File: src/pcst_pkg.sv
// Package for the processor C-state and throttle block
package pcst_pkg;
    // Register offsets (byte addresses)
    localparam logic [7:0] PCST_ADDR_THROTTLE = 8'h10;
    localparam logic [7:0] PCST_ADDR_LEVEL2   = 8'h14;
    localparam logic [7:0] PCST_ADDR_LEVEL3   = 8'h15;
    localparam logic [7:0] PCST_ADDR_ARBCTL   = 8'h1C;
    localparam logic [7:0] PCST_ADDR_PMCTL    = 8'h20;
    // Field positions
    localparam int PCST_EN_BIT      = 4;
    localparam int PCST_RATIO_LSB   = 1;
    localparam int PCST_RATIO_W     = 3;
    localparam int PCST_ARBDIS_BIT  = 0;
    localparam int PCST_RELOAD_BIT  = 1;
    // Reset values
    localparam logic [31:0] PCST_THROTTLE_RST = 32'h00000000;
    localparam logic [7:0]  PCST_ARBCTL_RST   = 8'h00;
    localparam logic [7:0]  PCST_PMCTL_RST    = 8'h00;
    localparam logic [7:0]  PCST_LEVEL_READ   = 8'h00;
    // Throttle period in counter steps
    localparam int PCST_PERIOD_STEPS = 8;
    typedef enum logic [1:0] {
        PCST_C0 = 2'b00,
        PCST_C2 = 2'b01,
        PCST_C3 = 2'b10
    } pcst_cstate_t;
endpackage

File: src/pcst_core.sv
// Processor C-state entry, throttle duty cycle and arbiter hold
//
// Implementation choices: the strobed register port and the register offsets.
`timescale 1ns/1ps
module pcst_core #(
    parameter int RATIO_W = pcst_pkg::PCST_RATIO_W
) (
    input  wire logic                  clock_in,
    input  wire logic                  rst_n_in,
    input  wire logic [7:0]            addr_in,
    input  wire logic [31:0]           wdata_in,
    input  wire logic                  wr_in,
    input  wire logic                  rd_in,
    output logic      [31:0]           rdata_out,
    input  wire logic                  thermal_throttle_in,
    input  wire logic                  pci_req_in,
    input  wire logic                  link_req_in,
    input  wire logic                  cstate_done_in,
    output logic                       stop_grant_out,
    output logic                       c2_entry_out,
    output logic                       c3_entry_out,
    output pcst_pkg::pcst_cstate_t     cstate_out,
    output logic                       pci_grant_block_out,
    output logic                       link_mem_block_out
);
    import pcst_pkg::*;

    // ******************************
    // Input synchronisers
    // ******************************
    logic [3:0] sync_a;
    logic [3:0] sync_b;
    always_ff @(posedge clock_in or negedge rst_n_in) begin
        if (!rst_n_in) begin
            sync_a <= 4'h0;
            sync_b <= 4'h0;
        end else begin
            sync_a <= {cstate_done_in, link_req_in, pci_req_in,
                       thermal_throttle_in};
            sync_b <= sync_a;
        end
    end
    logic thermal;
    logic bm_req;
    logic done;
    assign thermal = sync_b[0];
    assign bm_req  = sync_b[1] | sync_b[2];
    assign done    = sync_b[3];

    // ******************************
    // Registers
    // ******************************
    logic               throttle_enable;
    logic [RATIO_W-1:0] throttle_ratio;
    logic               arbiter_disable;
    logic               bus_master_reload;
    always_ff @(posedge clock_in or negedge rst_n_in) begin
        if (!rst_n_in) begin
            throttle_enable <= PCST_THROTTLE_RST[PCST_EN_BIT];
            throttle_ratio  <= PCST_THROTTLE_RST[PCST_RATIO_LSB +: RATIO_W];
        end else if (wr_in && addr_in == PCST_ADDR_THROTTLE) begin
            throttle_enable <= wdata_in[PCST_EN_BIT];
            throttle_ratio  <= wdata_in[PCST_RATIO_LSB +: RATIO_W];
        end
    end
    always_ff @(posedge clock_in or negedge rst_n_in) begin
        if (!rst_n_in) begin
            arbiter_disable   <= PCST_ARBCTL_RST[PCST_ARBDIS_BIT];
            bus_master_reload <= PCST_PMCTL_RST[PCST_RELOAD_BIT];
        end else if (wr_in) begin
            if (addr_in == PCST_ADDR_ARBCTL)
                arbiter_disable <= wdata_in[PCST_ARBDIS_BIT];
            if (addr_in == PCST_ADDR_PMCTL)
                bus_master_reload <= wdata_in[PCST_RELOAD_BIT];
        end
    end

    // Read data stands one cycle after the strobe only
    always_ff @(posedge clock_in or negedge rst_n_in) begin
        if (!rst_n_in) begin
            rdata_out <= 32'h00000000;
        end else if (rd_in) begin
            unique case (addr_in)
                PCST_ADDR_THROTTLE: rdata_out <= {27'h0000000,
                    throttle_enable, throttle_ratio, 1'b0};
                PCST_ADDR_ARBCTL: rdata_out <= {31'h00000000,
                    arbiter_disable};
                PCST_ADDR_PMCTL: rdata_out <= {30'h00000000,
                    bus_master_reload, 1'b0};
                PCST_ADDR_LEVEL2,
                PCST_ADDR_LEVEL3: rdata_out <= {24'h000000,
                    PCST_LEVEL_READ};
                default: rdata_out <= 32'h00000000;
            endcase
        end else begin
            rdata_out <= 32'h00000000;
        end
    end

    // ******************************
    // Throttle duty cycle
    // ******************************
    // Free-running so ratio changes take effect without a restart
    logic [2:0] period_step;
    always_ff @(posedge clock_in or negedge rst_n_in) begin
        if (!rst_n_in)
            period_step <= 3'h0;
        else
            period_step <= period_step + 3'h1;
    end
    // Ratio n holds stop grant for 8-n steps; 0 reserved, treated as off
    logic [3:0] grant_steps;
    assign grant_steps = (throttle_ratio == 3'h0) ? 4'h0 :
        4'(PCST_PERIOD_STEPS) - {1'b0, throttle_ratio};
    logic next_stop_grant;
    assign next_stop_grant = throttle_enable && !thermal
        && ({1'b0, period_step} < grant_steps);
    always_ff @(posedge clock_in or negedge rst_n_in) begin
        if (!rst_n_in)
            stop_grant_out <= 1'b0;
        else
            stop_grant_out <= next_stop_grant;
    end

    // ******************************
    // C-state entry
    // ******************************
    logic lvl2_read;
    logic lvl3_read;
    assign lvl2_read = rd_in && addr_in == PCST_ADDR_LEVEL2;
    assign lvl3_read = rd_in && addr_in == PCST_ADDR_LEVEL3;
    pcst_cstate_t cstate;
    always_ff @(posedge clock_in or negedge rst_n_in) begin
        if (!rst_n_in) begin
            cstate <= PCST_C0;
        end else begin
            unique case (cstate)
                PCST_C0: begin
                    if (lvl3_read)
                        cstate <= PCST_C3;
                    else if (lvl2_read)
                        cstate <= PCST_C2;
                end
                PCST_C2: begin
                    if (done)
                        cstate <= PCST_C0;
                end
                PCST_C3: begin
                    if (done || (bus_master_reload && bm_req))
                        cstate <= PCST_C0;
                end
                default: cstate <= PCST_C0;
            endcase
        end
    end
    assign cstate_out = cstate;
    always_ff @(posedge clock_in or negedge rst_n_in) begin
        if (!rst_n_in) begin
            c2_entry_out <= 1'b0;
            c3_entry_out <= 1'b0;
        end else begin
            c2_entry_out <= lvl2_read && cstate == PCST_C0 && !lvl3_read;
            c3_entry_out <= lvl3_read && cstate == PCST_C0;
        end
    end

    // ******************************
    // Arbiter hold
    // ******************************
    assign pci_grant_block_out = arbiter_disable;
    assign link_mem_block_out  = arbiter_disable;
endmodule

File: config.mk
export PLATFORM = sky130hd
export DESIGN_NAME = pcst_core
export DESIGN_NICKNAME = d
export VERILOG_FILES = /design/src/pcst_pkg.sv /design/src/pcst_core.sv
export SDC_FILE = /design/constraint.sdc
export NUM_CORES = 1
export LEC_CHECK = 0
export BUFFER_PORTS_ARGS = -buffer_cell sky130_fd_sc_hd__buf_2
export CAP_MARGIN = 20
export CORE_MARGIN = 2
export CORE_UTILIZATION = 30
export CTS_BUF_LIST = sky130_fd_sc_hd__clkbuf_4 sky130_fd_sc_hd__clkbuf_8
export DETAILED_ROUTE_END_ITERATION = 8
export GPL_TIMING_DRIVEN = 1
export PLACE_DENSITY_LB_ADDON = 0.1
export SYNTH_ARGS = -nofsm -noshare
export SYNTH_HDL_FRONTEND = slang
export SYNTH_SLANG_ARGS = --single-unit
export TNS_END_PERCENT = 5
File: constraint.sdc
create_clock -name clock_in -period 1.6 [get_ports clock_in]
set_input_delay 0.16 -clock clock_in [delete_from_list [all_inputs] [get_ports clock_in]]
set_output_delay 0.16 -clock clock_in [all_outputs]
set_load 0.02 [all_outputs]
---- After elaboration in Yosys (flattened, before gate mapping) ----
Cells that the tools add are included.
storage, ports and cells
  input port bits ......................... 48
  word-level logic and storage cells ...... 51
  register bits after elaboration ......... 54
cells by class
  mux-type cells .......................... 8
  reduce and logical (&&, ||, !) cells .... 17
  equality and inequality tests ........... 10
  bitwise logic cells ..................... 1
  magnitude comparators ................... 1
  add/subtract/negate cells ............... 2
operators by type and width
  operator                                                               number
  8-bit by 5-bit equality test with 1-bit output, second input constant  4
  32-bit two-way mux                                                     1
  5-bit one-hot mux with 3 select lines                                  1
  1-bit logical AND                                                      9
  8-bit by 6-bit equality test with 1-bit output, second input constant  1
  2-bit two-way mux                                                      4
  2-bit one-hot mux with 3 select lines                                  1
  3-bit by 4-bit less-than comparator with 1-bit output                  1
  4-bit two-way mux                                                      1
  2-bit != test, second input constant                                   2
  2-bit AND reduction                                                    2
  4-bit by 3-bit subtractor with 4-bit output, first input constant      1
  3-bit by 1-bit adder with 3-bit output, second input constant          1
  3-bit logical NOT                                                      1
  3-bit != test, second input constant                                   1
  3-bit AND reduction                                                    1
  2-bit by 1-bit equality test with 1-bit output, second input constant  1
  2-bit equality test, second input constant                             1
  1-bit logical NOT                                                      2
  2-bit logical NOT                                                      1
  1-bit logical OR                                                       1
  1-bit bitwise OR                                                       1

---- Longest topological paths before layout ----
  depth after elaboration ................. 5
  depth in mapped cells ................... 7
  mapped depth without buffers ............ 7

---- Worst setup path before layout ----
OpenSTA, ideal clock, no wires.
  path kind ............................... flip-flop to flip-flop
  start ................................... reg throttle_ratio[0]
  end ..................................... reg stop_grant_out
  setup time .............................. 0.126 ns
  arrival time ............................ 1.506 ns
  slack ................................... -0.031 ns
  required time ........................... 1.474 ns
  cell stages (with the launch flop) ...... 8
  path through ............................ dfrtp_1 > inv_1 > ha_1 > ha_1 > inv_1 > ha_1 > nor2_1 > o311a_1
on the way
  longest elaborated chain between the ends .. 4
RTL lines
  element                                                                                  line                                text
  start, declared                                                                          pcst_core.sv:54                     logic [RATIO_W-1:0] throttle_ratio;
  start signal, assigned                                                                   pcst_core.sv:60                     throttle_ratio <= PCST_THROTTLE_RST[PCST_RATIO_LSB +: RATIO_W];
  start signal, assigned                                                                   pcst_core.sv:63                     throttle_ratio <= wdata_in[PCST_RATIO_LSB +: RATIO_W];
  4-bit by 3-bit subtractor with 4-bit output / 3-bit logical NOT (equally long branches)  pcst_core.sv:114, pcst_core.sv:113
  4-bit two-way mux *                                                                      pcst_core.sv:113                    assign grant_steps = (throttle_ratio == 3'h0) ? 4'h0 :
  3-bit by 4-bit less-than comparator with 1-bit output *                                  pcst_core.sv:117                    && ({1'b0, period_step} < grant_steps);
  1-bit logical AND *                                                                      pcst_core.sv:117
  net next_stop_grant                                                                      pcst_core.sv:115                    logic next_stop_grant;
  end signal, assigned                                                                     pcst_core.sv:122                    stop_grant_out <= next_stop_grant;
  end, declared                                                                            pcst_core.sv:19                     output logic stop_grant_out,
The timed path passes the listed nets; every way through them passes the cells marked *.
A chain may end at the register's enable or synchronous reset.

---- Worst setup path after layout ----
  start ................................... reg throttle_ratio[1]
  end ..................................... reg stop_grant_out
Same word-level chain as after synthesis.

==> impl_metrics.ini <==
[routing]
antenna_left = 0
drt_iter0_markers = 11
vias = 826
wl_um = 2170
met1_length_um = 912
dr_wl_met2_um = 1060
detail_route.wl_per_cell_um = 10.8
top_layer = met4
wl_met3_um = 151
drcViolationCount = 0
firstDrtPassIters = 3
viasPerCell = 4.11

[power_and_ir_drop]
power_density_mw_per_mm2 = 808
pwr-share-comb_pct = 14.9
pwr-share-seq_pct = 54.8
p_leak_uw = 0.000859
p_clk_share_pct = 30.3
p_int_uw = 966
p_switching_uw = 325
swShare_pct = 25.2
irDropWorstVdd_mv = 0.436

[global_route]
grt-ovfl-total = 0
antenna_found_initial = 0
grt_start_max_net_pins = 28
grt_pass1_wl_um = 3620
track_usage_pct = 9.41
grt_pass1_vias = 792

[clock_tree]
cts_tree = built
cts-root-buf = clkbuf_8
cts_buffers = 3
clk_pin_slew_ns = 0.09
clkLatencyLatePin_ns = 0.27
htree_levels = 1
clkSinkCount = 27
cts_buffer_depth = 2

[sta]
rsz0062_at_grt = yes
skew_ns = 0.00326
post-route-min-period_ns = 1.66
max_freq_ghz = 0.602
timing.final.ws_setup_ns = -0.0599
timing.final.crit_share_pct = 104
relSlewSlack_pct = 61.0
drv_slew = 0
setup_viol = 1
hold_viol = 0
worstMarginPinSlew_ns = 0.586
whs_ns = 0.117

[run_status]
run_status = finished, violations left
violations = setup timing

[yosys]
ys_seq_area_share_pct = 51.7
synth.distinct_cells = 26
synth_cells = 106
ys_ff_latch = 27
synth.avg_cell_area_um2 = 12.3
synth.cell_area_mm2 = 0.00131
ys_warn_count = 0

[cells_and_area]
num_antenna_cells = 0
mostFrequentLayoutCell = buf_2
drive_above_1_share_pct = 39.6
utilization_pct = 37.5
fill_cells = 418
area_growth_syn_to_layout_pct = 22.3
final_cell_mix = buf_2 (32), conb_1 (27), dfrtp_1 (27)
nNetsFinal = 203

[placement]
place.gp.congestion = 0.722
dp_hpwl_um = 1670
port_buffers = 32
dpl_worst_slack_ns = -0.0326

[floorplanning]
core-area_mm2 = 0.00426
die_x_um = 70.0
ios = 87
fp-row-count = 24
initial_core_util_pct = 30.7
die_area_mm2 = 0.00490
die_y_um = 70.0

[worst_setup_path]
critPathCaptureType = flip-flop
worstPathMaxFanout = 2
cp.arrival_ns = 1.82
startpoint_type = flip-flop
cp.required_ns = 1.76
criticalPathCategory = reg2reg

[min_path]
hold_path_class = in2reg

[job]
max_cap_violations = 0
==> per-layer routing <==
layer | up-vias | global-route usage (%)
met5 | - | 0
met4 | 0 | 5.13
met3 | 5 | 2.60
met2 | 41 | 15.8
met1 | 392 | 10.9
li1 | 388 | -
==> stage by stage <==
step	power [uW]	cell area, um^2	setup TNS, ns	std cells
floorplan	872	1420	-0.00750	132
global placement	885	1460	-0.0192	191
detailed placement	888	1460	-0.0326	191
CTS	1290	1560	-0.0515	200
global route	1360	1600	-0.107	201
finish	1290	1600	-0.0599	201
==> cell families (layout without fill, tap and decap cells) <==
group | after synthesis | count (layout) | share of synthesized area [%]
AO/OA/AOI/OAI | 6 | 6 | 3.35
XOR/XNOR | 1 | 1 | 0.670
adder cells (fa/ha/maj) | 5 | 5 | 4.78
buffers and inverters | 36 | 53 | 18.4
flip-flops | 27 | 27 | 51.7
multiplexers | 6 | 6 | 6.32
other | 1 | 27 | 0.287
AND/OR/NAND/NOR | 24 | 24 | 14.5
==> final cells by class <==
type,count,area (um^2),share of cell area (%)
flip-flops and latches,27,676,42.3
multi-input cells,69,539,33.7
repair buffers,41,240,15.0
well taps,52,65.1,4.07
clock buffers,4,48.8,3.05
inverters,8,30.0,1.88
==> power by group through the flow <==
stage | clock [uW] | combinational, uW | sequential, uW
global placement | 0 | 164 | 721
global route | 440 | 212 | 710
detailed placement | 0 | 167 | 721
floorplan | 0 | 149 | 723
finish | 391 | 192 | 708
CTS | 410 | 177 | 708
==> timing repair <==
action	CTS	global route
hold endpoints to repair	31	0
resized for setup	0	6
cloned	0	0
hold buffers	5	0
buffers inserted	0	1
pin swaps	0	4
endpoints found under the setup margin	1	1
==> critical path: stages (launching register included) <==
cell and delay [ns]:
dfrtp_1 0.38, inv_2 0.06, ha_4 0.16, ha_4 0.15
nand2b_4 0.14, ha_4 0.26, a211oi_2 0.05, o311a_1 0.35
==> registers in the layout, indices dropped and copies added (netlist names) <==
register,count
rdata_out,5
period_step,3
link_mem_block_out,1
bus_master_reload,1
throttle_enable,1
sync_a,4
c2_entry_out,1
sync_b,4
stop_grant_out,1
cstate_out,2
c3_entry_out,1
throttle_ratio,3
==> path summary, 6_finish.rpt <==
check / end / slack (ns) / cells after the start / startpoint
worst max-delay path: stop_grant_out$_DFF_PN0_ / -0.06 / 7 / throttle_ratio[1]$_DFFE_PN0P_
worst max register to register: stop_grant_out$_DFF_PN0_ / -0.06 / 7 / throttle_ratio[1]$_DFFE_PN0P_
worst min register to register: sync_b[1]$_DFF_PN0_ / 0.35 / 0 / sync_a[1]$_DFF_PN0_
worst min-delay path: throttle_ratio[2]$_DFFE_PN0P_ / 0.12 / 2 / wdata_in[3]
max in group asynchronous: sync_b[1]$_DFF_PN0_ / 0.80 / 2 / rst_n_in
min in group asynchronous: rdata_out[3]$_DFF_PN0_ / 0.42 / 2 / rst_n_in
==> synth_stat cells <==
cell | instances | area (um^2)
buf_4 | 28 | 210
dfrtp_1 | 27 | 676
inv_1 | 8 | 30.0
ha_1 | 5 | 62.6
nand3_1 | 5 | 25.0
mux2_4 | 4 | 60.1
nor2_1 | 4 | 15.0
and3_2 | 3 | 22.5
mux2_2 | 2 | 22.5
nand2b_1 | 2 | 12.5
nor4b_1 | 2 | 17.5
o21ai_0 | 2 | 10.0
a211oi_1 | 1 | 7.51
a21boi_0 | 1 | 7.51
and2_1 | 1 | 6.26
and3_1 | 1 | 6.26
conb_1 | 1 | 3.75
nand3_4 | 1 | 17.5
nand4_1 | 1 | 6.26
nor4_1 | 1 | 6.26
nor4_4 | 1 | 21.3
nor4b_4 | 1 | 23.8
nor4bb_1 | 1 | 10.0
o311a_1 | 1 | 10.0
o32ai_1 | 1 | 8.76
xor2_1 | 1 | 8.76
No activity file was read; power rests on OpenSTA's default activity.
